===== config.mk =====
export PLATFORM = sky130hd
export DESIGN_NAME = ppab_port_logic
export DESIGN_NICKNAME = d
export VERILOG_FILES = /design/src/rtl/ppab_pkg.sv /design/src/rtl/ppab_port_logic.sv
export SDC_FILE = /design/constraint.sdc
export NUM_CORES = 1
export LEC_CHECK = 0
export BUFFER_PORTS_ARGS = -buffer_cell sky130_fd_sc_hd__buf_2
export CORE_UTILIZATION = 55
export DETAILED_ROUTE_END_ITERATION = 10
export PLACE_DENSITY = 0.85
export SYNTH_ARGS = -nofsm -noshare
export SYNTH_HDL_FRONTEND = slang
export SYNTH_SLANG_ARGS = --single-unit

===== constraint.sdc =====
create_clock -name hclk -period 4.1 [get_ports hclk]
set_input_delay 0.82 -clock hclk [delete_from_list [all_inputs] [get_ports hclk]]
set_output_delay 0.82 -clock hclk [all_outputs]
set_load 0.05 [all_outputs]

===== src/rtl/ppab_pkg.sv =====
// Summary of operation
// - General lines form ports; each bidirectional port has one direction bit per line.
// - Timer port has eight bidirectional pins tied to capture, compare, accumulator.
// - Timer direction bit 0 makes input, 1 makes output; clears on reset.
// - Pin 3 is fourth capture only with capture select set, else fifth compare.
// - Pin 3 as output with capture enabled: writes make rising edges that capture.
// - Writes to shared capture/compare register are ignored while it captures.
// - Pin 7 always feeds the pulse accumulator, whatever its direction or use.
// - Single-chip and bootstrap: upper address port is outputs, data resets to zero.
// - Expanded and test: upper port drives address 15..8, register leaves the map.
// - Single-chip and bootstrap: data-bus port leaves reset as high-impedance inputs.
// - Expanded and test: data-bus port carries data, direction by read/write, unmapped; its direction register stays readable and writable here.
// - Open-drain bit disables pull-ups; 0 drives low, 1 leaves pin floating.
// - Open-drain option acts only in single-chip or bootstrap mode.
// - Latches of pins floating at reset take the pin level seen on the first edge after reset.
// - Open-drain control is bit 6 of options register, reset 0, push-pull.
package ppab_pkg;
	// Register indices; byte address is four times the index
	localparam logic [13:0] IDX_TIMER_DATA = 14'h1000;
	localparam logic [13:0] IDX_TIMER_DIR = 14'h1001;
	localparam logic [13:0] IDX_UPPER_DATA = 14'h1004;
	localparam logic [13:0] IDX_DBUS_DATA = 14'h1006;
	localparam logic [13:0] IDX_DBUS_DIR = 14'h1007;
	localparam logic [13:0] IDX_OPTIONS_TWO = 14'h1038;
	localparam logic [13:0] IDX_PULSE_CTRL = 14'h1040;
	localparam logic [13:0] IDX_SHARED_CC = 14'h1041;
	// Field positions
	localparam int OPEN_DRAIN_BIT = 6;
	localparam int CAPTURE_SEL_BIT = 2;
	localparam int PIN_CAPTURE = 3;
	localparam int PIN_ACCUM = 7;
	// Values after reset
	localparam logic [7:0] DIR_RESET = 8'h00;
	localparam logic [7:0] UPPER_RESET = 8'h00;
	localparam logic [7:0] OPTIONS_RESET = 8'h00;
	localparam logic [15:0] SHARED_RESET = 16'h0000;
	localparam logic [15:0] COUNT_RESET = 16'h0000;
	localparam logic [31:0] RDATA_RESET = 32'h0000_0000;

	// Operating modes
	typedef enum logic [1:0] {
		MODE_SINGLE = 2'b00,
		MODE_EXPANDED = 2'b01,
		MODE_BOOT = 2'b10,
		MODE_TEST = 2'b11
	} ppab_mode_e;

	// Address phase held for the data phase
	typedef struct packed {
		logic valid;
		logic write;
		logic [13:0] idx;
	} ppab_req_s;

	localparam ppab_req_s REQ_RESET = '{valid: 1'b0, write: 1'b0, idx: 14'h0000};
endpackage


===== src/rtl/ppab_port_logic.sv =====
// The AHB-Lite register port is this design's own decision.
`timescale 1ns/100ps
module ppab_port_logic
	import ppab_pkg::*;
(
	// Clock and reset
	input wire logic hclk,
	input wire logic hresetn,
	// AHB-Lite slave
	input wire logic hsel,
	input wire logic [31:0] haddr,
	input wire logic [1:0] htrans,
	input wire logic hwrite,
	input wire logic [2:0] hsize,
	input wire logic [31:0] hwdata,
	input wire logic hready,
	output logic [31:0] hrdata,
	output logic hreadyout,
	output logic hresp,
	// Operating mode
	input wire logic [1:0] op_mode,
	// Timer port pins
	input wire logic [7:0] ta_in,
	output logic [7:0] ta_out,
	output logic [7:0] ta_oe_n,
	// Timer compare outputs and pin feeds
	input wire logic [7:3] tmr_oc_en,
	input wire logic [7:3] tmr_oc_val,
	output logic [3:0] tmr_ic_pins,
	output logic tmr_pai,
	output logic [15:0] tmr_count,
	// Upper address port pins
	input wire logic [7:0] ext_addr_hi,
	output logic [7:0] pb_out,
	// Data-bus port pins
	input wire logic [7:0] pc_in,
	output logic [7:0] pc_out,
	output logic [7:0] pc_oe_n,
	output logic pc_pullup_en,
	// External bus data in expanded modes
	input wire logic ext_bus_rnw,
	input wire logic [7:0] ext_bus_wdata,
	output logic [7:0] ext_bus_rdata
);
	ppab_req_s req_q;
	logic hreadyout_q;
	logic [31:0] hrdata_q;
	logic [7:0] ta_latch_q;
	logic [7:0] ta_dir_q;
	logic [7:0] pb_latch_q;
	logic [7:0] pc_latch_q;
	logic [7:0] pc_dir_q;
	logic open_drain_q;
	logic capture_sel_q;
	logic [15:0] shared_cc_q;
	logic [15:0] count_q;
	logic pin3_prev_q;
	logic init_q;
	logic [7:0] ta_out_q;
	logic [7:0] ta_oe_n_q;
	logic [3:0] ic_pins_q;
	logic pai_q;
	logic [7:0] pb_out_q;
	logic [7:0] pc_out_q;
	logic [7:0] pc_oe_n_q;
	logic pullup_q;
	logic [7:0] bus_rdata_q;
	logic single_chip;
	logic take;
	logic wr_now;
	logic rd_now;
	logic cap_evt;
	logic [7:0] oc_drive;
	logic [7:0] oc_level;
	logic [31:0] rd_mux;

	// Single-chip and bootstrap share the port behaviour
	assign single_chip = (op_mode == MODE_SINGLE) || (op_mode == MODE_BOOT);
	assign take = hsel && htrans[1] && hready && hreadyout_q;
	assign wr_now = req_q.valid && req_q.write;
	assign rd_now = req_q.valid && !req_q.write;

	// Bus and pin outputs
	assign hrdata = hrdata_q;
	assign hreadyout = hreadyout_q;
	assign ta_out = ta_out_q;
	assign ta_oe_n = ta_oe_n_q;
	assign tmr_ic_pins = ic_pins_q;
	assign tmr_pai = pai_q;
	assign tmr_count = count_q;
	assign pb_out = pb_out_q;
	assign pc_out = pc_out_q;
	assign pc_oe_n = pc_oe_n_q;
	assign pc_pullup_en = pullup_q;
	assign ext_bus_rdata = bus_rdata_q;

	// Address phase capture; reads add one wait state so a preceding write is seen
	always_ff @(posedge hclk or negedge hresetn) begin
		if (!hresetn) begin
			req_q <= REQ_RESET;
			hreadyout_q <= 1'b1;
		end else begin
			if (take) begin
				req_q <= '{valid: 1'b1, write: hwrite, idx: haddr[15:2]};
				hreadyout_q <= hwrite;
			end else begin
				req_q <= REQ_RESET;
				hreadyout_q <= 1'b1;
			end
		end
	end

	// Response is always OKAY
	always_ff @(posedge hclk or negedge hresetn) begin
		if (!hresetn) begin
			hresp <= 1'b0;
		end else begin
			hresp <= 1'b0;
		end
	end

	// Read mux; unmapped or removed registers read as zero
	always_comb begin
		rd_mux = 32'h0000_0000;
		case (req_q.idx)
			IDX_TIMER_DATA: begin
				rd_mux[7:0] = (ta_dir_q & ta_latch_q) | (~ta_dir_q & ta_in);
			end
			IDX_TIMER_DIR: begin
				rd_mux[7:0] = ta_dir_q;
			end
			IDX_UPPER_DATA: begin
				rd_mux[7:0] = single_chip ? pb_latch_q : 8'h00;
			end
			IDX_DBUS_DATA: begin
				if (single_chip) begin
					rd_mux[7:0] = (pc_dir_q & pc_latch_q) | (~pc_dir_q & pc_in);
				end
			end
			IDX_DBUS_DIR: begin
				rd_mux[7:0] = pc_dir_q;
			end
			IDX_OPTIONS_TWO: begin
				rd_mux[OPEN_DRAIN_BIT] = open_drain_q;
			end
			IDX_PULSE_CTRL: begin
				rd_mux[CAPTURE_SEL_BIT] = capture_sel_q;
			end
			IDX_SHARED_CC: begin
				rd_mux[15:0] = shared_cc_q;
			end
			default: begin
				rd_mux = 32'h0000_0000;
			end
		endcase
	end

	// Read data is registered during the wait state
	always_ff @(posedge hclk or negedge hresetn) begin
		if (!hresetn) begin
			hrdata_q <= RDATA_RESET;
		end else if (rd_now) begin
			hrdata_q <= rd_mux;
		end
	end

	// Direction registers clear on reset
	always_ff @(posedge hclk or negedge hresetn) begin
		if (!hresetn) begin
			ta_dir_q <= DIR_RESET;
			pc_dir_q <= DIR_RESET;
		end else if (wr_now) begin
			if (req_q.idx == IDX_TIMER_DIR) begin
				ta_dir_q <= hwdata[7:0];
			end
			if (req_q.idx == IDX_DBUS_DIR) begin
				pc_dir_q <= hwdata[7:0];
			end
		end
	end

	// Floating-pin latches take the pin level on the first edge after reset
	always_ff @(posedge hclk or negedge hresetn) begin
		if (!hresetn) begin
			init_q <= 1'b1;
			ta_latch_q <= 8'h00;
			pc_latch_q <= 8'h00;
		end else begin
			init_q <= 1'b0;
			if (init_q) begin
				ta_latch_q <= ta_in;
				pc_latch_q <= pc_in;
			end else if (wr_now) begin
				if (req_q.idx == IDX_TIMER_DATA) begin
					ta_latch_q <= hwdata[7:0];
				end
				if (req_q.idx == IDX_DBUS_DATA && single_chip) begin
					pc_latch_q <= hwdata[7:0];
				end
			end
		end
	end

	// Upper port latch is written only while it is in the map
	always_ff @(posedge hclk or negedge hresetn) begin
		if (!hresetn) begin
			pb_latch_q <= UPPER_RESET;
		end else if (wr_now && req_q.idx == IDX_UPPER_DATA && single_chip) begin
			pb_latch_q <= hwdata[7:0];
		end
	end

	// Options and capture select
	always_ff @(posedge hclk or negedge hresetn) begin
		if (!hresetn) begin
			open_drain_q <= OPTIONS_RESET[OPEN_DRAIN_BIT];
			capture_sel_q <= 1'b0;
		end else if (wr_now) begin
			if (req_q.idx == IDX_OPTIONS_TWO) begin
				open_drain_q <= hwdata[OPEN_DRAIN_BIT];
			end
			if (req_q.idx == IDX_PULSE_CTRL) begin
				capture_sel_q <= hwdata[CAPTURE_SEL_BIT];
			end
		end
	end

	// Free-running count used as the capture time base
	always_ff @(posedge hclk or negedge hresetn) begin
		if (!hresetn) begin
			count_q <= COUNT_RESET;
		end else begin
			count_q <= count_q + 16'h0001;
		end
	end

	// Pin 3 rising edges capture whether driven from outside or by the port latch
	assign cap_evt = capture_sel_q && ta_in[PIN_CAPTURE] && !pin3_prev_q;

	always_ff @(posedge hclk or negedge hresetn) begin
		if (!hresetn) begin
			pin3_prev_q <= 1'b0;
			shared_cc_q <= SHARED_RESET;
		end else begin
			pin3_prev_q <= ta_in[PIN_CAPTURE];
			if (cap_evt) begin
				shared_cc_q <= count_q;
			end else if (wr_now && req_q.idx == IDX_SHARED_CC && !capture_sel_q) begin
				shared_cc_q <= hwdata[15:0];
			end
		end
	end

	// Compare outputs take a pin; fifth compare is off while pin 3 captures
	// Levels are widened to the full port so low pins never index past the compare range
	always_comb begin
		oc_drive = 8'h00;
		oc_level = 8'h00;
		oc_drive[7:3] = tmr_oc_en;
		oc_level[7:3] = tmr_oc_val;
		if (capture_sel_q) begin
			oc_drive[PIN_CAPTURE] = 1'b0;
		end
	end

	// Timer port pin drivers and feeds to the timer
	always_ff @(posedge hclk or negedge hresetn) begin
		if (!hresetn) begin
			ta_out_q <= 8'h00;
			ta_oe_n_q <= 8'hff;
			ic_pins_q <= 4'h0;
			pai_q <= 1'b0;
		end else begin
			for (int i = 0; i < 8; i++) begin
				ta_oe_n_q[i] <= !(ta_dir_q[i] || oc_drive[i]);
				if (oc_drive[i]) begin
					ta_out_q[i] <= oc_level[i];
				end else begin
					ta_out_q[i] <= ta_latch_q[i];
				end
			end
			ic_pins_q <= {ta_in[PIN_CAPTURE] && capture_sel_q, ta_in[0], ta_in[1], ta_in[2]};
			pai_q <= ta_in[PIN_ACCUM];
		end
	end

	// Upper address port: latch or address, by mode
	always_ff @(posedge hclk or negedge hresetn) begin
		if (!hresetn) begin
			pb_out_q <= UPPER_RESET;
		end else begin
			pb_out_q <= single_chip ? pb_latch_q : ext_addr_hi;
		end
	end

	// Data-bus port drivers; open drain only honoured in single-chip modes
	always_ff @(posedge hclk or negedge hresetn) begin
		if (!hresetn) begin
			pc_out_q <= 8'h00;
			pc_oe_n_q <= 8'hff;
			pullup_q <= 1'b1;
			bus_rdata_q <= 8'h00;
		end else begin
			bus_rdata_q <= pc_in;
			if (!single_chip) begin
				pc_out_q <= ext_bus_wdata;
				pc_oe_n_q <= {8{ext_bus_rnw}};
				pullup_q <= 1'b1;
			end else if (open_drain_q) begin
				pc_out_q <= 8'h00;
				pc_oe_n_q <= ~(pc_dir_q & ~pc_latch_q);
				pullup_q <= 1'b0;
			end else begin
				pc_out_q <= pc_latch_q;
				pc_oe_n_q <= ~pc_dir_q;
				pullup_q <= 1'b1;
			end
		end
	end

	// Checks on the behaviour above
	a_read_wait: assert property (@(posedge hclk) disable iff (!hresetn)
		(take && !hwrite) |=> !hreadyout_q ##1 hreadyout_q)
		else $error("read did not take exactly one wait state");
	a_dir_pins_low: assert property (@(posedge hclk) disable iff (!hresetn)
		ta_oe_n_q[2:0] == ~$past(ta_dir_q[2:0]))
		else $error("timer low pins do not follow direction");
	a_accum_follow: assert property (@(posedge hclk) disable iff (!hresetn)
		$past(hresetn) |-> pai_q == $past(ta_in[PIN_ACCUM]))
		else $error("accumulator input does not follow pin 7");
	a_capture_hold: assert property (@(posedge hclk) disable iff (!hresetn)
		(wr_now && req_q.idx == IDX_SHARED_CC && capture_sel_q && !cap_evt)
		|=> $stable(shared_cc_q))
		else $error("shared register changed by a write while capturing");
	a_capture_take: assert property (@(posedge hclk) disable iff (!hresetn)
		cap_evt |=> shared_cc_q == $past(count_q))
		else $error("pin 3 edge did not capture the count");
	a_oc5_off: assert property (@(posedge hclk) disable iff (!hresetn)
		(capture_sel_q && !ta_dir_q[PIN_CAPTURE]) |=> ta_oe_n_q[PIN_CAPTURE])
		else $error("fifth compare drove pin 3 during capture");
	a_upper_addr: assert property (@(posedge hclk) disable iff (!hresetn)
		!single_chip |=> pb_out_q == $past(ext_addr_hi))
		else $error("upper port does not carry address in expanded mode");
	a_drain_high: assert property (@(posedge hclk) disable iff (!hresetn)
		(single_chip && open_drain_q && pc_latch_q[0]) |=> pc_oe_n_q[0] && !pullup_q)
		else $error("open-drain one was driven");
	a_drain_ignored: assert property (@(posedge hclk) disable iff (!hresetn)
		!single_chip |=> pullup_q && (pc_oe_n_q == {8{$past(ext_bus_rnw)}}))
		else $error("open drain acted outside single-chip modes");
	a_upper_unmapped: assert property (@(posedge hclk) disable iff (!hresetn)
		(rd_now && req_q.idx == IDX_UPPER_DATA && !single_chip) |=> hrdata_q == 32'h0000_0000)
		else $error("upper port register readable in expanded mode");
endmodule


Word level (Yosys, flattened, before mapping)
Index checks and enable logic that the tools add are counted.
- logic and storage cells: 117
- flip-flop bits (word level): 163
- output and inout bits: 104
- bits of input ports: 119
- multiplexer cells: 31
- reductions and logical operators: 40
- add/sub/neg operators: 1
- equal/unequal tests: 9
- bitwise gates (word level): 11
- operators with widths (kind ; count):
    14-bit by 13-bit equality test with 1-bit output, second input constant ; 8
    8-bit two-way mux ; 14
    16-bit two-way mux ; 3
    8-bit AND ; 5
    8-bit inverter ; 4
    3-bit one-hot mux with 6 select lines ; 1
    16-bit by 1-bit adder with 16-bit output, second input constant ; 1
    8-bit bitwise OR ; 2
    1-bit one-hot mux with 7 select lines ; 2
    1-bit logical AND ; 12
    2-bit one-hot mux with 6 select lines ; 1
    2-bit AND reduction ; 6
    1-bit zero test ; 11
    1-bit two-way mux ; 9
    2-bit nonzero test ; 4
    1-bit logical OR ; 6
    1-bit one-hot mux with 6 select lines ; 1
    2-bit equality test, second input constant ; 1
    2-bit zero test ; 1

Longest topological paths before layout
Gate-level depths: netlist (run 1).
- depth in word-level cells: 6
- gate-level depth with buffers: 7
- mapped depth without buffers: 5

Worst setup path after synthesis (run 1)
OpenSTA, ideal clock, no wires.
- kind: input to register
- from: input ta_in[3]
- to: register shared_cc_q[7]
- cell stages on the path: 6
- library setup time: 0.126 ns
- arrival: 1.995 ns
- data required time: 3.974 ns
- buffers on the path: 2
- slack: 1.979 ns
- cell sequence: and2_1 -> nand2b_1 -> buf_2 -> clkbuf_1 -> mux2i_1 -> a21oi_1
- word-level cells in the longest chain between the ends: 3
- elaborated cells on any way between the ends: 4
- those cells by class: mux: 1; reduce/logical: 3
- ends and longest elaborated chain (item ; RTL line ; source):
    start: declaration ; ppab_port_logic.sv:23 ; input wire logic [7:0] ta_in,
    1-bit logical AND * (2 in a row) ; ppab_port_logic.sv:238 ; assign cap_evt = capture_sel_q && ta_in[PIN_CAPTURE] && !pin3_prev_q;
    16-bit two-way mux or 2-bit nonzero test (tied branches) ; - ;
    end signal: assignment ; ppab_port_logic.sv:247 ; shared_cc_q <= count_q;
    end signal: assignment ; ppab_port_logic.sv:249 ; shared_cc_q <= hwdata[15:0];
    end: declaration ; ppab_port_logic.sv:55 ; logic [15:0] shared_cc_q;
Every way passes the cells marked *; elsewhere a longest branch is shown, timed or not.
A chain may end at the register's enable or synchronous reset.

Worst setup path after layout (run 1)
- from: register req_q[0] in the netlist's numbering
- to: register shared_cc_q[15]
- word-level cells in the longest chain between the ends: 4
- ends and longest elaborated chain (item ; RTL line ; source):
    start: declaration ; ppab_port_logic.sv:45 ; ppab_req_s req_q;
    start signal: assignment ; ppab_port_logic.sv:104 ; req_q <= '{valid: 1'b1, write: hwrite, idx: haddr[15:2]};
    14-bit by 13-bit equality test with 1-bit output ; ppab_port_logic.sv:248 ; end else if (wr_now && req_q.idx == IDX_SHARED_CC && !capture_sel_q) begin
    1-bit logical AND (2 in a row) ; ppab_port_logic.sv:248 ;
    2-bit nonzero test (no line) ; - ;
No other way between the ends.

==> flow_metrics.py, run 1 <==
metrics = {
    "timing": {
        "post-route-period-util": 0.668,
        "tightest_slew_ps": 858,
        "fmax_ghz": 0.365,
        "rsz0062_at_grt": "false",
        "fin_worst_skew_ps": 7.43,
        "slew_viol_final": 0,
        "finalSetupTns_ps": 0,
        "finalCriticalPeriod_ps": 2740,
        "hold_viol_final": 0,
        "setup_violations": 0,
        "relSlewSlack": 0.428,
    },
    "cts": {
        "cts_setup_buffers": 0,
        "clock_path_buffers": 2,
        "cts-root-buf": "clkbuf_16",
        "hold_buffers": 0,
        "insertion_delay_ps": 420,
        "clk_pin_slew_ps": 60,
        "cts-resized-gates": 0,
        "numCtsBuffers": 17,
        "cts_sinks": 163,
        "htree_num_levels": 4,
        "cts_tree": "yes",
    },
    "synthesis": {
        "ys_dominant_reg_cell": "dfrtp_1",
        "synthTopCellsByArea": "dfrtp_1 51%, dfstp_2 7.0%, mux2_2 6.7%",
        "synth-seq-area-share": 0.579,
        "async_flop_share": 1.00,
        "synth_edf_count": 0,
        "yosys.area.top_type": "dfrtp_1",
        "avgSynthCellArea_sq_um": 11.7,
        "synth_top_area_share": 0.509,
        "synth_cell_type_count": 59,
        "ys_warn_count": 0,
        "ys_ff_latch": 163,
        "syn_area_sq_mm": 0.00708,
        "syn_inst": 606,
    },
    "worst_setup_path": {
        "worst_r2r_path_depth": 6,
        "rr_endpoint": "shared_cc_q[15]",
        "start_kind": "flip-flop",
        "required_ps": 4430,
        "path_class": "reg2reg",
        "arrival_ps": 3080,
        "critPathCaptureType": "flip-flop",
        "r2r_start": "req_q[0]",
        "r2r_slack_ps": 1360,
        "path_max_fanout": 32,
    },
    "final_layout": {
        "syn2layout_area_growth_pct": 21.4,
        "fin_nets": 889,
        "layout_common_cells": "165 x buf_2, 144 x dfrtp_1, 71 x nand2_1",
        "final_common_cell": "buf_2",
        "postLayoutCoreUtil": 0.684,
        "nFillCells": 938,
        "drive_gt1_frac": 0.354,
        "final_cell_area_sq_mm": 0.00860,
        "n_antenna_cell": 0,
    },
    "die": {
        "dieArea_sq_mm": 0.0133,
        "initial_utilization": 0.564,
        "floorplan.rows": 41,
        "io_pins": 223,
        "fp.dieW_um": 115,
        "die-height_um": 115,
        "core_area_sq_mm": 0.0126,
    },
    "power_and_ir_drop": {
        "p_seq_frac": 0.458,
        "p_clk_frac": 0.414,
        "internal-power_mw": 2.82,
        "p_comb_frac": 0.128,
        "powerDensity_mw_per_mm2": 448,
        "switching_share": 0.269,
        "p_leak_nw": 4.14,
        "p_sw_mw": 1.03,
        "ir_worst_vdd_mv": 0.208,
        "power_mw": 3.85,
    },
    "routing": {
        "avgRoutedWirePerCell_um": 18.7,
        "avgViaCountPerCell": 5.59,
        "wirelength_mm": 17.8,
        "drtPass1Iterations": 5,
        "ant_nets": 0,
        "vias": 5334,
        "route.detailed.drc": 0,
        "drt-initial-drc-count": 454,
    },
    "flow_run": {
        "cap_violations": 0,
    },
    "grt": {
        "grt_max_degree": 98,
        "antenna_found_initial": 0,
        "grt_overflow_total": 0,
        "grt_usage": 0.289,
        "grt_first_pass_wirelength_mm": 28.2,
        "grt_pass1_vias": 5242,
    },
    "min_path": {
        "hold_start": "ta_latch_q[1]",
        "min_path_cells": 0,
        "hold_path.class": "reg2reg",
        "holdPathEnd": "ta_out[1]",
    },
    "run_status": {
        "outcome": "completed",
    },
    "placed_design": {
        "dp_hpwl_mm": 12.8,
        "place_congestion": 0.906,
        "placed_cell_area_sq_mm": 0.00801,
        "place.port_buffers": 166,
    },
}
==> per-stage QoR <==
step                hold slack [ps]  worst slack (ps)  instances
finish                          409              1360        954
global route                    421              1150        954
CTS                             410              1390        954
detailed placement              393              1350        922
global placement                382              1390        922
floorplan                       373              1980        623
==> power groups by stage <==
stage	clock network, mW	logic, mW	registers, mW
after CTS	1.61	0.495	1.76
after detailed placement	0	0.491	1.79
after global placement	0	0.482	1.79
after global routing	1.68	0.528	1.77
after floorplan	0	0.171	1.94
final	1.60	0.492	1.76
==> worst max-delay path, stage by stage (launching register included) <==
cell	delay [ps]
dfrtp_1	690
nor4b_2	740
nand4_2	380
o31ai_4	260
buf_4	330
nor2_1	70
a21oi_1	160
==> per-layer routing <==
metal	wire length, um	global-route usage	part of all wire
met1	7560	0.382	0.42
met2	8610	0.465	0.48
met3	1110	0.0549	0.062
met4	553	0.131	0.031
met5	0	0	0
==> worst max path at each step <==
stage,depth (start not counted),start,slack [ps],to
after global placement,5,op_mode[0],1390,pb_latch_q[5]
final,6,req_q[0],1360,shared_cc_q[15]
after CTS,6,req_q[0],1390,shared_cc_q[15]
after global routing,6,req_q[0],1150,shared_cc_q[10]
after detailed placement,5,op_mode[0],1350,pb_latch_q[0]
after floorplan,6,ta_in[3],1980,shared_cc_q[7]
==> synthesized netlist by cell type, drive strengths merged, types with 2 or more instances <==
| cell | instances |
|---|---|
| o221ai | 2 |
| nor4 | 7 |
| o21ai | 32 |
| nor2b | 5 |
| nand2b | 5 |
| dfrtp | 144 |
| o22ai | 3 |
| a221oi | 2 |
| a221o | 3 |
| a22o | 2 |
| mux2 | 42 |
| xor2 | 2 |
| a21oi | 26 |
| inv | 7 |
| or4 | 2 |
| o32a | 2 |
| clkbuf | 18 |
| xnor2 | 12 |
| nor3 | 4 |
| nor3b | 3 |
| a22oi | 6 |
| dfstp | 19 |
| o22a | 3 |
| and4 | 6 |
| nand2 | 71 |
| mux2i | 42 |
| o211ai | 5 |
| nor4b | 5 |
| a31oi | 9 |
| and2 | 17 |
| nand3 | 11 |
| nor2 | 38 |
| and3 | 5 |
| nand4 | 6 |
| buf | 26 |
==> final cells by class <==
class	count	area, sq um	area share
Timing Repair Buffer	171	887	0.103
Clock inverter	11	135	0.0157
Multi-Input combinational cell	409	2770	0.323
Tap cell	172	215	0.0250
Clock buffer	21	460	0.0535
Sequential cell	163	4100	0.477
Inverter	7	26.3	0.00305
==> flip-flops by register name, indices dropped and copies added (netlist names), 16 cells and up <==
name and flops:
shared_cc_q 16, tmr_count 16, hrdata 16, req_q 16
==> cells by family (layout without fill, tap and decap cells) <==
| kind of cell | after synthesis | in the layout | synth area share |
|---|---|---|---|
| DFF | 163 | 163 | 0.579 |
| AOI/OAI and AO/OA | 100 | 100 | 0.0897 |
| xor gates and xnor gates | 14 | 14 | 0.0173 |
| buffers and inverters | 51 | 210 | 0.0383 |
| other | 1 | 18 | 0.000529 |
| and+or+nand+nor | 192 | 192 | 0.147 |
| adders and majority gates | 1 | 1 | 0.00177 |
| muxes | 84 | 84 | 0.126 |
(Power assumes the default switching activity.)
==> run 2, diff against run 1 <==
Settings changed: CORE_UTILIZATION 55 to 51, PLACE_DENSITY 0.85 to 0.8.
Clock period 4.1 ns to 2.85 ns, I/O delays scaled along.
==> run 2 against run 1 <==
  * Total power increased by 44%
  * Sequential power rose by 44%
  * Utilization shrank 3.7 points
  * Clock power up 43%
  * Critical endpoint is now shared_cc_q[14]
==> flow_metrics.py, run 2 (synthesis gave the netlist of run 1 again) <==
metrics = {
    "final_layout": {
        "fin_nets": 897,
        "layout_common_cells": "165 x buf_2, 144 x dfrtp_1, 71 x nand2_1",
        "postLayoutCoreUtil": 0.648,
        "final_cell_area_sq_mm": 0.00868,
        "layout.cells.non_filler": 966,
        "regArea_sq_mm": 0.00410,
        "nFillCells": 1042,
        "syn2layout_area_growth_pct": 22.5,
        "final_common_cell": "buf_2",
        "drive_gt1_frac": 0.363,
        "multi_input_area_sq_mm": 0.00277,
        "n_antenna_cell": 0,
    },
    "die": {
        "dieArea_sq_mm": 0.0144,
        "fp.dieW_um": 120,
        "io_pins": 223,
        "die-height_um": 120,
        "core_area_sq_mm": 0.0134,
        "initial_utilization": 0.529,
        "floorplan.rows": 42,
    },
    "routing": {
        "ant_nets": 0,
        "drt-initial-drc-count": 359,
        "drtPass1Iterations": 4,
        "wirelength_mm": 18.5,
        "route.detailed.drc": 0,
        "vias": 5349,
        "avgViaCountPerCell": 5.54,
        "avgRoutedWirePerCell_um": 19.1,
    },
    "cts": {
        "htree_num_levels": 4,
        "insertion_delay_ps": 440,
        "clock_path_buffers": 2,
        "cts_sinks": 163,
        "cts-resized-gates": 0,
        "cts-root-buf": "clkbuf_16",
        "numCtsBuffers": 17,
        "cts_tree": "yes",
        "cts_setup_buffers": 0,
        "hold_buffers": 0,
        "clk_pin_slew_ps": 60,
    },
    "timing": {
        "setup_violations": 0,
        "finalSetupTns_ps": 0,
        "post-route-period-util": 0.864,
        "hold_viol_final": 0,
        "fin_worst_skew_ps": 9.18,
        "relSlewSlack": 0.502,
        "setup_ws_ps": 388,
        "rsz0062_at_grt": "false",
        "worst_hold_slack_ps": 125,
        "tightest_slew_ps": 737,
        "slew_viol_final": 0,
        "fmax_ghz": 0.406,
        "finalCriticalPeriod_ps": 2460,
    },
    "worst_setup_path": {
        "required_ps": 3200,
        "path_max_fanout": 26,
        "critPathCaptureType": "flip-flop",
        "arrival_ps": 2810,
        "start_kind": "flip-flop",
        "path_class": "reg2reg",
    },
    "placed_design": {
        "dp.cells": 934,
        "placed_cell_area_sq_mm": 0.00808,
        "dp_hpwl_mm": 13.3,
        "dp_slack_ps": 449,
        "place_congestion": 0.889,
        "place.port_buffers": 166,
    },
    "grt": {
        "grt_pass1_vias": 5360,
        "antenna_found_initial": 0,
        "grt_usage": 0.272,
        "grt_first_pass_wirelength_mm": 29.4,
        "grt_overflow_total": 0,
        "grt_max_degree": 68,
    },
    "min_path": {
        "hold_path.class": "in2async",
    },
    "power_and_ir_drop": {
        "p_leak_nw": 4.18,
        "ir_worst_vdd_mv": 0.415,
        "powerDensity_mw_per_mm2": 638,
        "power_mw": 5.54,
    },
    "run_status": {
        "outcome": "completed",
    },
    "flow_run": {
        "cap_violations": 0,
    },
}
run 2: changes by cell type in the layout (fill, tap and decap cells not counted), moves of 2 or more:
| cell | before | now |
|---|---|---|
| clkinv_4 | 0 | 4 |
| inv_6 | 0 | 4 |
| clkbuf_8 | 2 | 0 |
| clkinv_2 | 6 | 1 |
| clkbuf_1 | 2 | 0 |
| buf_4 | 4 | 11 |
| inv_8 | 0 | 2 |
run 2: worst paths after layout:
| path | startpoint | slack (ps) | endpoint | cells past startpoint |
|---|---|---|---|---|
| worst max register to register | req_q[6] | 390 | shared_cc_q[14] | 6 |
| min in group hclk | tmr_oc_en[7] | 260 | ta_oe_n[7] | 2 |
| worst min register to register | ta_latch_q[1] | 410 | ta_out[1] | 0 |
| worst min-delay path | hresetn | 130 | pc_latch_q[6] | 1 |
| max in group asynchronous | hresetn | 1940 | ta_oe_n[5] | 2 |
| worst max-delay path | req_q[6] | 390 | shared_cc_q[14] | 6 |
run 2: critical path, cell delays in order (launching register included):
cell and delay [ps]:
dfrtp_1 630, nor4b_1 670, nand4_2 240, o31ai_4 260, buf_4 310, nor2_1 100, a21oi_1 160
run 2: layer usage:
metal | vias up | share of wire | global-route usage
li1 | 2462 | - | -
met1 | 2664 | 0.44 | 0.357
met2 | 190 | 0.49 | 0.453
met3 | 33 | 0.051 | 0.0456
met4 | 0 | 0.024 | 0.102
met5 | - | 0 | 0
run 2: area by class of cell:
type	count	share of cell area
Multi-Input combinational cell	409	0.320
Sequential cell	163	0.473
Inverter	7	0.00303
Timing Repair Buffer	179	0.111
Clock buffer	17	0.0490
Clock inverter	15	0.0199
Tap cell	176	0.0254
run 2: power by group:
| part | internal, mW | leakage (nW) | switching (mW) |
|---|---|---|---|
| Sequential | 2.44 | 2.01 | 0.0907 |
| Clock | 1.31 | 0.289 | 0.977 |
| Combinational | 0.199 | 1.89 | 0.517 |
| Total | 3.96 | 4.18 | 1.59 |
